<file path="src/logic/tptu_pkg.sv">
/*
 Package for the three-phase PWM timing unit: register map, field positions,
 reset values and the shared carrier types.
 Assumes a 32-bit Avalon-MM slave with word-aligned registers.
*/
package tptu_pkg;
   // Register byte offsets
   localparam logic [5:0] TPTU_OFF_HALF_PERIOD = 6'h00;
   localparam logic [5:0] TPTU_OFF_DEAD_TIME = 6'h04;
   localparam logic [5:0] TPTU_OFF_MIN_PULSE = 6'h08;
   localparam logic [5:0] TPTU_OFF_SYNC_WIDTH = 6'h0c;
   localparam logic [5:0] TPTU_OFF_DUTY_A = 6'h10;
   localparam logic [5:0] TPTU_OFF_DUTY_B = 6'h14;
   localparam logic [5:0] TPTU_OFF_DUTY_C = 6'h18;
   localparam logic [5:0] TPTU_OFF_MODE_CTRL = 6'h1c;
   localparam logic [5:0] TPTU_OFF_STATUS = 6'h20;
   localparam logic [5:0] TPTU_OFF_STEER = 6'h24;
   // Field positions
   localparam int TPTU_MODE_DOUBLE_BIT = 6;
   localparam int TPTU_STAT_HALF_BIT = 3;
   localparam int TPTU_STAT_RUN_BIT = 0;
   // Widths and reset values
   localparam int TPTU_DT_W = 10;
   localparam int TPTU_SW_W = 8;
   localparam int TPTU_STEER_W = 9;
   localparam logic [7:0] TPTU_SYNC_WIDTH_RST = 8'h27;
   localparam logic [31:0] TPTU_UNMAPPED_DATA = 32'h0000_0000;

   // Timing settings moved together on each sync rising edge
   typedef struct packed {
      logic [15:0] half_period;
      logic [9:0] dead_time;
      logic [15:0] min_pulse;
      logic [7:0] sync_width;
      logic [15:0] duty_a;
      logic [15:0] duty_b;
      logic [15:0] duty_c;
      logic [8:0] steer;
   } tptu_set_t;

   // One complementary output pair
   typedef struct packed {
      logic high;
      logic low;
   } tptu_pair_t;

   // Main counter direction states
   typedef enum logic [1:0] {
      TPTU_IDLE,
      TPTU_UP,
      TPTU_DOWN
   } tptu_state_t;
endpackage

</file>
<file path="src/logic/tptu_timing_unit.sv">
/*
 Three-phase centre-based PWM timing unit with an Avalon-MM register slave.
 Assumes one clock (the instruction clock) and an asynchronous active-low
 reset that is released here through two flip-flops.
 Software writes shadow registers over the bus at any time.
 The working copies move only on a sync rising edge.
 A write between edges waits, unseen, for the next edge.
 The main counter runs up for one half period and then down.
 Up half: counter shows 0 to half_period - 1.
 Down half: counter shows half_period down to 1.
 Both halves therefore last half_period ticks.
 A full period lasts twice half_period ticks.
 Outputs use a position that runs 0 .. half_period - 1 in both halves.
 In the down half that position is the counter minus one.
 This keeps the high pulse centred on the midpoint.
 The high side is on for duty minus dead time per half.
 The low side is on for half_period minus duty minus dead time.
 The gap between the two sides is twice the dead time.
 Outputs are computed from next-state values and registered.
 So an output flop lines up with the counter flop it belongs to.
 A pulse shorter than the minimum count is dropped whole.
 Dropping avoids switching a power device for a sliver of time.
 Sync is a down-counter loaded with width plus one.
 The sync level feeds the converter and the interrupt line.
 Single mode: one sync per period, at the start.
 Double mode: an extra sync at the midpoint as well.
 The midpoint sync reloads all settings for the second half.
 The status half bit is clear in the first half, set in the second.
 Nothing runs until period and all three duties were written.
 The run bit in status is an extra hint for software.
 Limitation: in double mode a sync longer than a half period merges pulses.
 Limitation: a half period of zero gives a degenerate period.
 Trade-off: reads cost one wait state for registered data.
 Writes complete with no wait state at all.
*/
// Local design decisions: the Avalon-MM interface to the registers and the placing of the registers.
// Function
// - 16-bit counter, one tick per clock
// - Half-period register counts ticks per half
// - Half-period is 16 bits up to ffff
// - Dead time is twice dead-time count
// - Dead-time 10 bits, zero means none
// - Mode bit 6 selects double update
// - Reset clears the update-mode bit
// - Single mode: one sync per period
// - Sync rising edge latches timing settings
// - Sync edge also latches output steering
// - Double mode adds midpoint sync pulse
// - Midpoint sync edge latches all again
// - Status bit 3 marks second half
// - Sync stays high width plus one
// - Sync-width register resets to 0x27
// - Sync pulse goes to converter subsystem
// - Three 16-bit duty registers, one per phase
// - Duty is centred high-side on-time per half; here the high side is on for duty minus dead time
// - Idle until period and duties written
// - Drop pulses shorter than minimum count
// - Each sync pulse raises an interrupt
module tptu_timing_unit
   import tptu_pkg::*;
(
   input wire logic clk,
   input wire logic reset_n,
   input wire logic [5:0] avs_address,
   input wire logic avs_read,
   input wire logic avs_write,
   input wire logic [31:0] avs_writedata,
   input wire logic [3:0] avs_byteenable,
   output logic [31:0] avs_readdata,
   output logic avs_waitrequest,
   output tptu_pair_t phase_a,
   output tptu_pair_t phase_b,
   output tptu_pair_t phase_c,
   output logic [8:0] output_steer_q,
   output logic period_sync_pulse,
   output logic sync_irq
);

   // Reset release synchroniser
   logic rst_meta_q;
   logic rst_sync_q;
   logic rst_n;

   // Software registers (shadow copies)
   tptu_set_t shadow_q, shadow_d;
   logic mode_double_q, mode_double_d;
   logic [3:0] written_q, written_d; // Period, duty a, b, c seen
   // Working copies and generator state
   tptu_set_t work_q, work_d;
   tptu_state_t state_q, state_d;
   logic [15:0] count_q, count_d;
   logic [8:0] sync_cnt_q, sync_cnt_d; // Ticks left of the sync pulse
   logic second_half_q, second_half_d;
   logic [2:0] high_q, high_d;
   logic [2:0] low_q, low_d;
   logic rd_ack_q, rd_ack_d;
   logic [31:0] rdata_q, rdata_d;

   // Reset release: asynchronous assert, synchronous release
   always_ff @(posedge clk or negedge reset_n) begin
      if (!reset_n) begin
         rst_meta_q <= 1'b0;
         rst_sync_q <= 1'b0;
      end else begin
         rst_meta_q <= 1'b1;
         rst_sync_q <= rst_meta_q;
      end
   end
   assign rst_n = rst_sync_q;

   // Byte-lane merge for a write
   function automatic logic [31:0] merge(input logic [31:0] old, input logic [31:0] wd,
                                         input logic [3:0] be);
      logic [31:0] r;
      r = old;
      for (int i = 0; i < 4; i++) begin
         if (be[i]) begin
            r[i*8 +: 8] = wd[i*8 +: 8];
         end
      end
      return r;
   endfunction

   // Pulse gating: on-time below the minimum is dropped entirely
   function automatic logic keep(input logic [16:0] on_t, input logic [15:0] min_t);
      return on_t >= {1'b0, min_t};
   endfunction

   // Writes take one cycle, reads wait one cycle for registered data
   always_comb begin
      avs_waitrequest = avs_read && !rd_ack_q;
   end
   assign avs_readdata = rdata_q;

   // Register file: next values of shadow registers and read data
   always_comb begin
      logic [31:0] w;
      w = 32'h0000_0000;
      shadow_d = shadow_q;
      mode_double_d = mode_double_q;
      written_d = written_q;
      rd_ack_d = avs_read && !rd_ack_q;
      rdata_d = rdata_q;
      if (avs_write) begin
         unique case (avs_address)
            TPTU_OFF_HALF_PERIOD: begin
               w = merge({16'h0000, shadow_q.half_period}, avs_writedata, avs_byteenable);
               shadow_d.half_period = w[15:0];
               written_d[0] = 1'b1;
            end
            TPTU_OFF_DEAD_TIME: begin
               w = merge({22'h000000, shadow_q.dead_time}, avs_writedata, avs_byteenable);
               shadow_d.dead_time = w[9:0];
            end
            TPTU_OFF_MIN_PULSE: begin
               w = merge({16'h0000, shadow_q.min_pulse}, avs_writedata, avs_byteenable);
               shadow_d.min_pulse = w[15:0];
            end
            TPTU_OFF_SYNC_WIDTH: begin
               w = merge({24'h000000, shadow_q.sync_width}, avs_writedata, avs_byteenable);
               shadow_d.sync_width = w[7:0];
            end
            TPTU_OFF_DUTY_A: begin
               w = merge({16'h0000, shadow_q.duty_a}, avs_writedata, avs_byteenable);
               shadow_d.duty_a = w[15:0];
               written_d[1] = 1'b1;
            end
            TPTU_OFF_DUTY_B: begin
               w = merge({16'h0000, shadow_q.duty_b}, avs_writedata, avs_byteenable);
               shadow_d.duty_b = w[15:0];
               written_d[2] = 1'b1;
            end
            TPTU_OFF_DUTY_C: begin
               w = merge({16'h0000, shadow_q.duty_c}, avs_writedata, avs_byteenable);
               shadow_d.duty_c = w[15:0];
               written_d[3] = 1'b1;
            end
            TPTU_OFF_MODE_CTRL: begin
               if (avs_byteenable[0]) begin
                  mode_double_d = avs_writedata[TPTU_MODE_DOUBLE_BIT];
               end
            end
            TPTU_OFF_STEER: begin
               w = merge({23'h000000, shadow_q.steer}, avs_writedata, avs_byteenable);
               shadow_d.steer = w[8:0];
            end
            default: begin
               // Status and unmapped offsets ignore writes
            end
         endcase
      end
      if (avs_read && !rd_ack_q) begin
         unique case (avs_address)
            TPTU_OFF_HALF_PERIOD: rdata_d = {16'h0000, shadow_q.half_period};
            TPTU_OFF_DEAD_TIME: rdata_d = {22'h000000, shadow_q.dead_time};
            TPTU_OFF_MIN_PULSE: rdata_d = {16'h0000, shadow_q.min_pulse};
            TPTU_OFF_SYNC_WIDTH: rdata_d = {24'h000000, shadow_q.sync_width};
            TPTU_OFF_DUTY_A: rdata_d = {16'h0000, shadow_q.duty_a};
            TPTU_OFF_DUTY_B: rdata_d = {16'h0000, shadow_q.duty_b};
            TPTU_OFF_DUTY_C: rdata_d = {16'h0000, shadow_q.duty_c};
            TPTU_OFF_MODE_CTRL: begin
               rdata_d = 32'h0000_0000;
               rdata_d[TPTU_MODE_DOUBLE_BIT] = mode_double_q;
            end
            TPTU_OFF_STATUS: begin
               rdata_d = 32'h0000_0000;
               rdata_d[TPTU_STAT_HALF_BIT] = second_half_q;
               rdata_d[TPTU_STAT_RUN_BIT] = (state_q != TPTU_IDLE);
            end
            TPTU_OFF_STEER: rdata_d = {23'h000000, shadow_q.steer};
            default: rdata_d = TPTU_UNMAPPED_DATA;
         endcase
      end
   end

   // Register file storage; reset starts in single update mode
   always_ff @(posedge clk or negedge rst_n) begin
      if (!rst_n) begin
         shadow_q <= '0;
         shadow_q.sync_width <= TPTU_SYNC_WIDTH_RST;
         mode_double_q <= 1'b0;
         written_q <= 4'h0;
         rd_ack_q <= 1'b0;
         rdata_q <= 32'h0000_0000;
      end else begin
         shadow_q <= shadow_d;
         mode_double_q <= mode_double_d;
         written_q <= written_d;
         rd_ack_q <= rd_ack_d;
         rdata_q <= rdata_d;
      end
   end

   // Generator: counter, sync pulse, latching and output pairs
   always_comb begin
      logic sync_rise;
      logic [16:0] hi_on;
      logic [16:0] lo_on;
      logic [16:0] edge_hi;
      logic [16:0] edge_lo;
      logic [15:0] duty;
      logic [16:0] pos;
      sync_rise = 1'b0;
      pos = 17'h00000;
      hi_on = 17'h00000;
      lo_on = 17'h00000;
      edge_hi = 17'h00000;
      edge_lo = 17'h00000;
      duty = 16'h0000;
      state_d = state_q;
      count_d = count_q;
      work_d = work_q;
      second_half_d = second_half_q;
      sync_cnt_d = (sync_cnt_q != 9'h000) ? sync_cnt_q - 9'h001 : 9'h000;
      unique case (state_q)
         TPTU_IDLE: begin
            // Held idle until period and all duties have been written
            if (written_q == 4'hf) begin
               sync_rise = 1'b1;
               state_d = TPTU_UP;
               count_d = 16'h0000;
               second_half_d = 1'b0;
            end
         end
         TPTU_UP: begin
            // Count up through the first half period
            // Last up tick is half_period - 1, so the half lasts half_period ticks
            if ({1'b0, count_q} + 17'h00001 >= {1'b0, work_q.half_period}) begin
               state_d = TPTU_DOWN;
               count_d = work_q.half_period;
               second_half_d = 1'b1;
               sync_rise = mode_double_q;
            end else begin
               count_d = count_q + 16'h0001;
            end
         end
         TPTU_DOWN: begin
            // Count down through the second half; a count of one ends the period
            if (count_q <= 16'h0001) begin
               state_d = TPTU_UP;
               count_d = 16'h0000;
               second_half_d = 1'b0;
               sync_rise = 1'b1;
            end else begin
               count_d = count_q - 16'h0001;
            end
         end
         default: state_d = TPTU_IDLE;
      endcase
      if (sync_rise) begin
         work_d = shadow_q;
         sync_cnt_d = {1'b0, shadow_q.sync_width} + 9'h001;
         // A midpoint reload starts the second half from the new period
         if (state_d == TPTU_DOWN) begin
            count_d = shadow_q.half_period;
         end
      end
      // Position within the half: same range going up and going down
      // Built from next values so outputs line up with the counter flop
      pos = (state_d == TPTU_DOWN) ? {1'b0, count_d} - 17'h00001 : {1'b0, count_d};
      // High side is on while the counter is within duty minus dead time of the midpoint
      for (int p = 0; p < 3; p++) begin
         duty = (p == 0) ? work_d.duty_a : (p == 1) ? work_d.duty_b : work_d.duty_c;
         // Dead time moves each edge by the dead-time count inward
         hi_on = ({1'b0, duty} > {7'h00, work_d.dead_time}) ?
                 {1'b0, duty} - {7'h00, work_d.dead_time} : 17'h00000;
         lo_on = ({1'b0, work_d.half_period} > {1'b0, duty} + {7'h00, work_d.dead_time}) ?
                 {1'b0, work_d.half_period} - {1'b0, duty} - {7'h00, work_d.dead_time}
                 : 17'h00000;
         edge_hi = {1'b0, work_d.half_period} - hi_on;
         edge_lo = lo_on;
         // Zero dead time gives exact complements
         high_d[p] = (state_d != TPTU_IDLE) && keep(hi_on, work_d.min_pulse)
                     && hi_on != 17'h00000 && (pos >= edge_hi);
         low_d[p] = (state_d != TPTU_IDLE) && keep(lo_on, work_d.min_pulse)
                    && lo_on != 17'h00000 && (pos < edge_lo);
      end
   end

   // Generator storage
   always_ff @(posedge clk or negedge rst_n) begin
      if (!rst_n) begin
         state_q <= TPTU_IDLE;
         count_q <= 16'h0000;
         work_q <= '0;
         work_q.sync_width <= TPTU_SYNC_WIDTH_RST;
         second_half_q <= 1'b0;
         sync_cnt_q <= 9'h000;
         high_q <= 3'b000;
         low_q <= 3'b000;
      end else begin
         state_q <= state_d;
         count_q <= count_d;
         work_q <= work_d;
         second_half_q <= second_half_d;
         sync_cnt_q <= sync_cnt_d;
         high_q <= high_d;
         low_q <= low_d;
      end
   end

   // Outputs come straight from flip-flops
   assign phase_a = '{high: high_q[0], low: low_q[0]};
   assign phase_b = '{high: high_q[1], low: low_q[1]};
   assign phase_c = '{high: high_q[2], low: low_q[2]};
   assign output_steer_q = work_q.steer;
   // Sync feeds the converter sequencer and the core interrupt
   assign period_sync_pulse = (sync_cnt_q != 9'h000);
   assign sync_irq = period_sync_pulse;

endmodule

</file>
<file path="config.mk">
export PLATFORM = sky130hd
export DESIGN_NAME = tptu_timing_unit
export DESIGN_NICKNAME = d
export VERILOG_FILES = /design/src/logic/tptu_pkg.sv /design/src/logic/tptu_timing_unit.sv
export SDC_FILE = /design/constraint.sdc
export NUM_CORES = 1
export LEC_CHECK = 0
export ABC_CLOCK_PERIOD_IN_PS = 8900
export BUFFER_PORTS_ARGS = -buffer_cell sky130_fd_sc_hd__buf_2
export CAP_MARGIN = 10
export CORE_UTILIZATION = 45
export DETAILED_ROUTE_END_ITERATION = 12
export SETUP_SLACK_MARGIN = 0.1
export SLEW_MARGIN = 20
export SYNTH_ARGS = -nofsm -noshare
export SYNTH_HDL_FRONTEND = slang
export SYNTH_SLANG_ARGS = --single-unit
</file>
<file path="constraint.sdc">
create_clock -name clk -period 8.9 [get_ports clk]
set_input_delay 0.89 -clock clk [delete_from_list [all_inputs] [get_ports clk]]
set_output_delay 0.89 -clock clk [all_outputs]
set_load 0.005 [all_outputs]
</file>
==> reports/metrics.csv <==
stage,metric,value,unit
power_and_ir_drop,leak pwr,17.27,nW
drt,Final ANT Viol Nets,0,
synth,Synth area leader,dfrtp_1,
finish,Layout Nets,4199,
drt,routed wire length per instance,26.52,um
clock_tree,CTS tree,built,
power_and_ir_drop,Cell Pwr Density,109.9,nW/um^2
critical_path,Worst path most repeated cell,buf_4,
floorplan,Starting Density,45.72,%
synth,Synth Warn #,0,
outcome,status,"complete, no violations",
clock_tree,Clock Latency Late Sink,0.61,ns
synth,register bit count reported by yosys,264,
critical_path,Worst EP arrival,9.26,ns
finish,layout cells sized above 1,25.67,%
timing,Slew Limit Fails,0,
finish,register area,6615,sq um
critical_path,CP max FO,5,
floorplan,core area,60700,sq um
critical_path,biggest cell delay along the critical path,0.49,ns
floorplan,Top Ports,96,
timing,Final Skew,0.02793,ns
timing,RSZ-0062 raised after global routing,true,
synth,Post-synth EDFFs,0,
critical_path,reg2reg setup slack,0.14,ns
synth,ys flop type,dfrtp_1,
drt,1st-pass router iterations,10,
power_and_ir_drop,Worst VDD drop,116.2,uV
finish,filler instances,5460,
synth,part of the Yosys area used for sequential elements,23.82,%
drt,DRC violations left,0,
timing,Final setup violation count,0,
critical_path,critical path startpoint category,register,
timing,Final Hold Viols,0,
drt,post-DR vias/cell,6.006,
timing,crit path time final,8.757,ns
clock_tree,clock slew at reported path FFs,0.07,ns
clock_tree,CTS root buffer,clkbuf_16,
placed_design,Placed Area,31870,sq um
global_routing,gr ovfl total,0,
critical_path,FF-to-FF End,high_q[0],
drt,via count,26880,
synth,Syn Area/Cell,8.651,sq um
synth,Synth area leaders,"dfrtp_1, ha_1, inv_1, mux2_2, nand2_1",
clock_tree,Clock Path Buffers,3,
floorplan,FP Rows,90,
placed_design,Placer Congestion,1.056,
finish,area of the multi-input gates,20750,sq um
synth,Post-Syn Area,27750,sq um
synth,Post-Syn Instances,3208,
floorplan,Vert. Die Dim,250.3,um
critical_path,worst r2r src,count_q[2],
global_routing,initial antenna violation count,10,
timing,Worst Slack Setup Final,0.1435,ns
worst_hold_path,worst hold path class,input pin to asynchronous set/reset pin,
placed_design,Place WS,-0.6154,ns
power_and_ir_drop,Power Total,3.809,mW
synth,Yosys top cell area share,23.44,%
finish,P&R area growth vs syn,24.85,%
global_routing,vias in the first global route,26620,
job,max cap viols,0,
critical_path,WP data required,9.40,ns
global_routing,largest net degree at the start of global routing,158,
critical_path,Crit Path Class,register to register,
placed_design,IO Port Bufs,61,
drt,1st-iter DRT viols,2490,
timing,FMAX,114.2,MHz
global_routing,first-pass GRT wire length,171.1,mm
timing,setup_tns,0,ns
clock_tree,CTS sink count,264,
clock_tree,H-tree levels,1,
critical_path,worst r2r path cells,46,
timing,post-route clock period utilization,98.39,%
timing,Slew headroom,11.61,%
floorplan,Die Wd,250.3,um
finish,Util after Layout,57.08,%
critical_path,crit path max-delay cell type,fa_1,
clock_tree,CTS Buf Count,31,
timing,actual slew at the worst max-slew pin,1.323,ns
drt,final wirelength,118.7,mm
synth,synth unique cells,101,
placed_design,HPWL Detailed,93.28,mm
clock_tree,CTS Hold Buffers Added,0,
global_routing,gr usage total,37.13,%
finish,Final Cell Area,34650,sq um
floorplan,Die Area,62670,sq um
critical_path,Critical Path End Type,register,
synth,Synth async-reset ratio,100.0,%
## flip-flops by register name, indices dropped and copies added (netlist names)
signal / count
shadow_q: 107
rd_ack_q: 1
work_q: 90
output_steer_q: 9
rst_meta_q: 1
second_half_q: 1
avs_readdata: 16
rst_n: 1
sync_cnt_q: 9
count_q: 16
state_q: 2
mode_double_q: 1
high_q: 3
written_q: 4
low_q: 3
## cells by family (layout without fill, tap and decap cells)
kind of cell / count (synthesis) / count (layout) / synth area share [%]
xor+xnor: 192 / 192 / 6.060
fa+ha+maj: 488 / 488 / 23.06
mux: 168 / 168 / 6.614
compound gates: 717 / 717 / 17.40
simple gates: 921 / 921 / 16.33
flops: 264 / 264 / 23.82
buf+inv: 456 / 922 / 6.686
other cells: 2 / 22 / 0.02706
## worst max-delay path, delay by kind of cell, from the launching register on
family                   cells  cell delay (ns)
AND/OR/NAND/NOR              9             1.18
AO/OA/AOI/OAI               20             3.92
XOR/XNOR                     1             0.14
buffers and inverters       11             1.53
flip-flops                   1             0.35
adder cells (fa/ha/maj)      5             1.51
## cell usage after synthesis, types with 25 or more instances
master / number
o21bai_1: 26
nand4_1: 61
nand2b_1: 43
nand2_1: 332
nor2_1: 153
clkbuf_1: 54
nor3_1: 62
a31oi_1: 28
mux2i_1: 54
ha_1: 449
a21oi_1: 167
mux2_2: 112
o21a_1: 53
xnor2_1: 138
nand3_1: 68
a21o_1: 82
o21ai_0: 149
inv_1: 348
nor4_1: 27
xor2_1: 54
a211oi_1: 25
fa_1: 39
dfrtp_1: 260
nor2b_1: 44
buf_4: 29
## final cells by class
type | count | area share [%]
antenna | 5 | 0.03611
clock buffer | 42 | 2.474
clock inverter | 15 | 0.5128
inverter | 350 | 3.799
multi-input combinational | 2503 | 59.88
sequential | 264 | 19.09
tap | 782 | 2.824
timing repair buffer | 515 | 11.38
## layer usage
layer | routed length (um) | track usage, %
met4 | 9069 | 23.44
met3 | 9425 | 5.954
met5 | 40 | 0
met2 | 53560 | 60.17
met1 | 46600 | 46.06
## power by group
group / internal, mW / total, mW / switching (mW)
clock network: 0.765 / 1.33 / 0.570
registers: 1.28 / 1.39 / 0.104
logic: 0.433 / 1.09 / 0.654
## how the worst max path moves through the flow
stage                     from        end  slack [ns]
floorplan           count_q[3]   low_q[2]        0.08
global placement    count_q[2]  high_q[2]       -0.47
detailed placement  count_q[2]  high_q[2]       -0.62
CTS                 count_q[4]  high_q[2]        0.06
global route        count_q[3]  high_q[0]       -0.18
finish              count_q[2]  high_q[0]        0.14
## cell usage in the layout (no fill, tap or decap), types with 22 or more instances in the layout
cell and count:
buf_4 427, ha_4 22, xor2_1 48, a21oi_2 32, ha_1 421, o21a_1 53
a21o_1 82, nor2_1 145, o21ai_1 26, nor3_1 59, inv_1 337, nor4_1 22
o21ai_0 111, clkbuf_16 32, nand4_1 61, o21bai_1 23, nand2b_1 42, nand3_1 63
mux2i_1 34, fa_1 34, a21oi_1 131, a222oi_1 23, mux2_2 112, buf_2 61
nor2b_1 42, dfrtp_1 259, nand2_1 310, a31oi_1 25, xnor2_1 126
## through the flow
step                      hold WS, ns  std cells
after floorplan                0.3312       3223
after global routing          0.05416       4473
after detailed placement       0.3411       4359
after CTS                     0.05103       4431
final                         0.07342       4476
after global placement         0.3376       4359
## what timing repair did
item / 4_1_cts / 5_1_grt
buffers inserted: 15 / 40
setup endpoints to repair: 6 / 6
gates resized for setup: 65 / 228
pin swaps: 34 / 147
cloned: 0 / 1
Power figures use the tool's default switching activity.
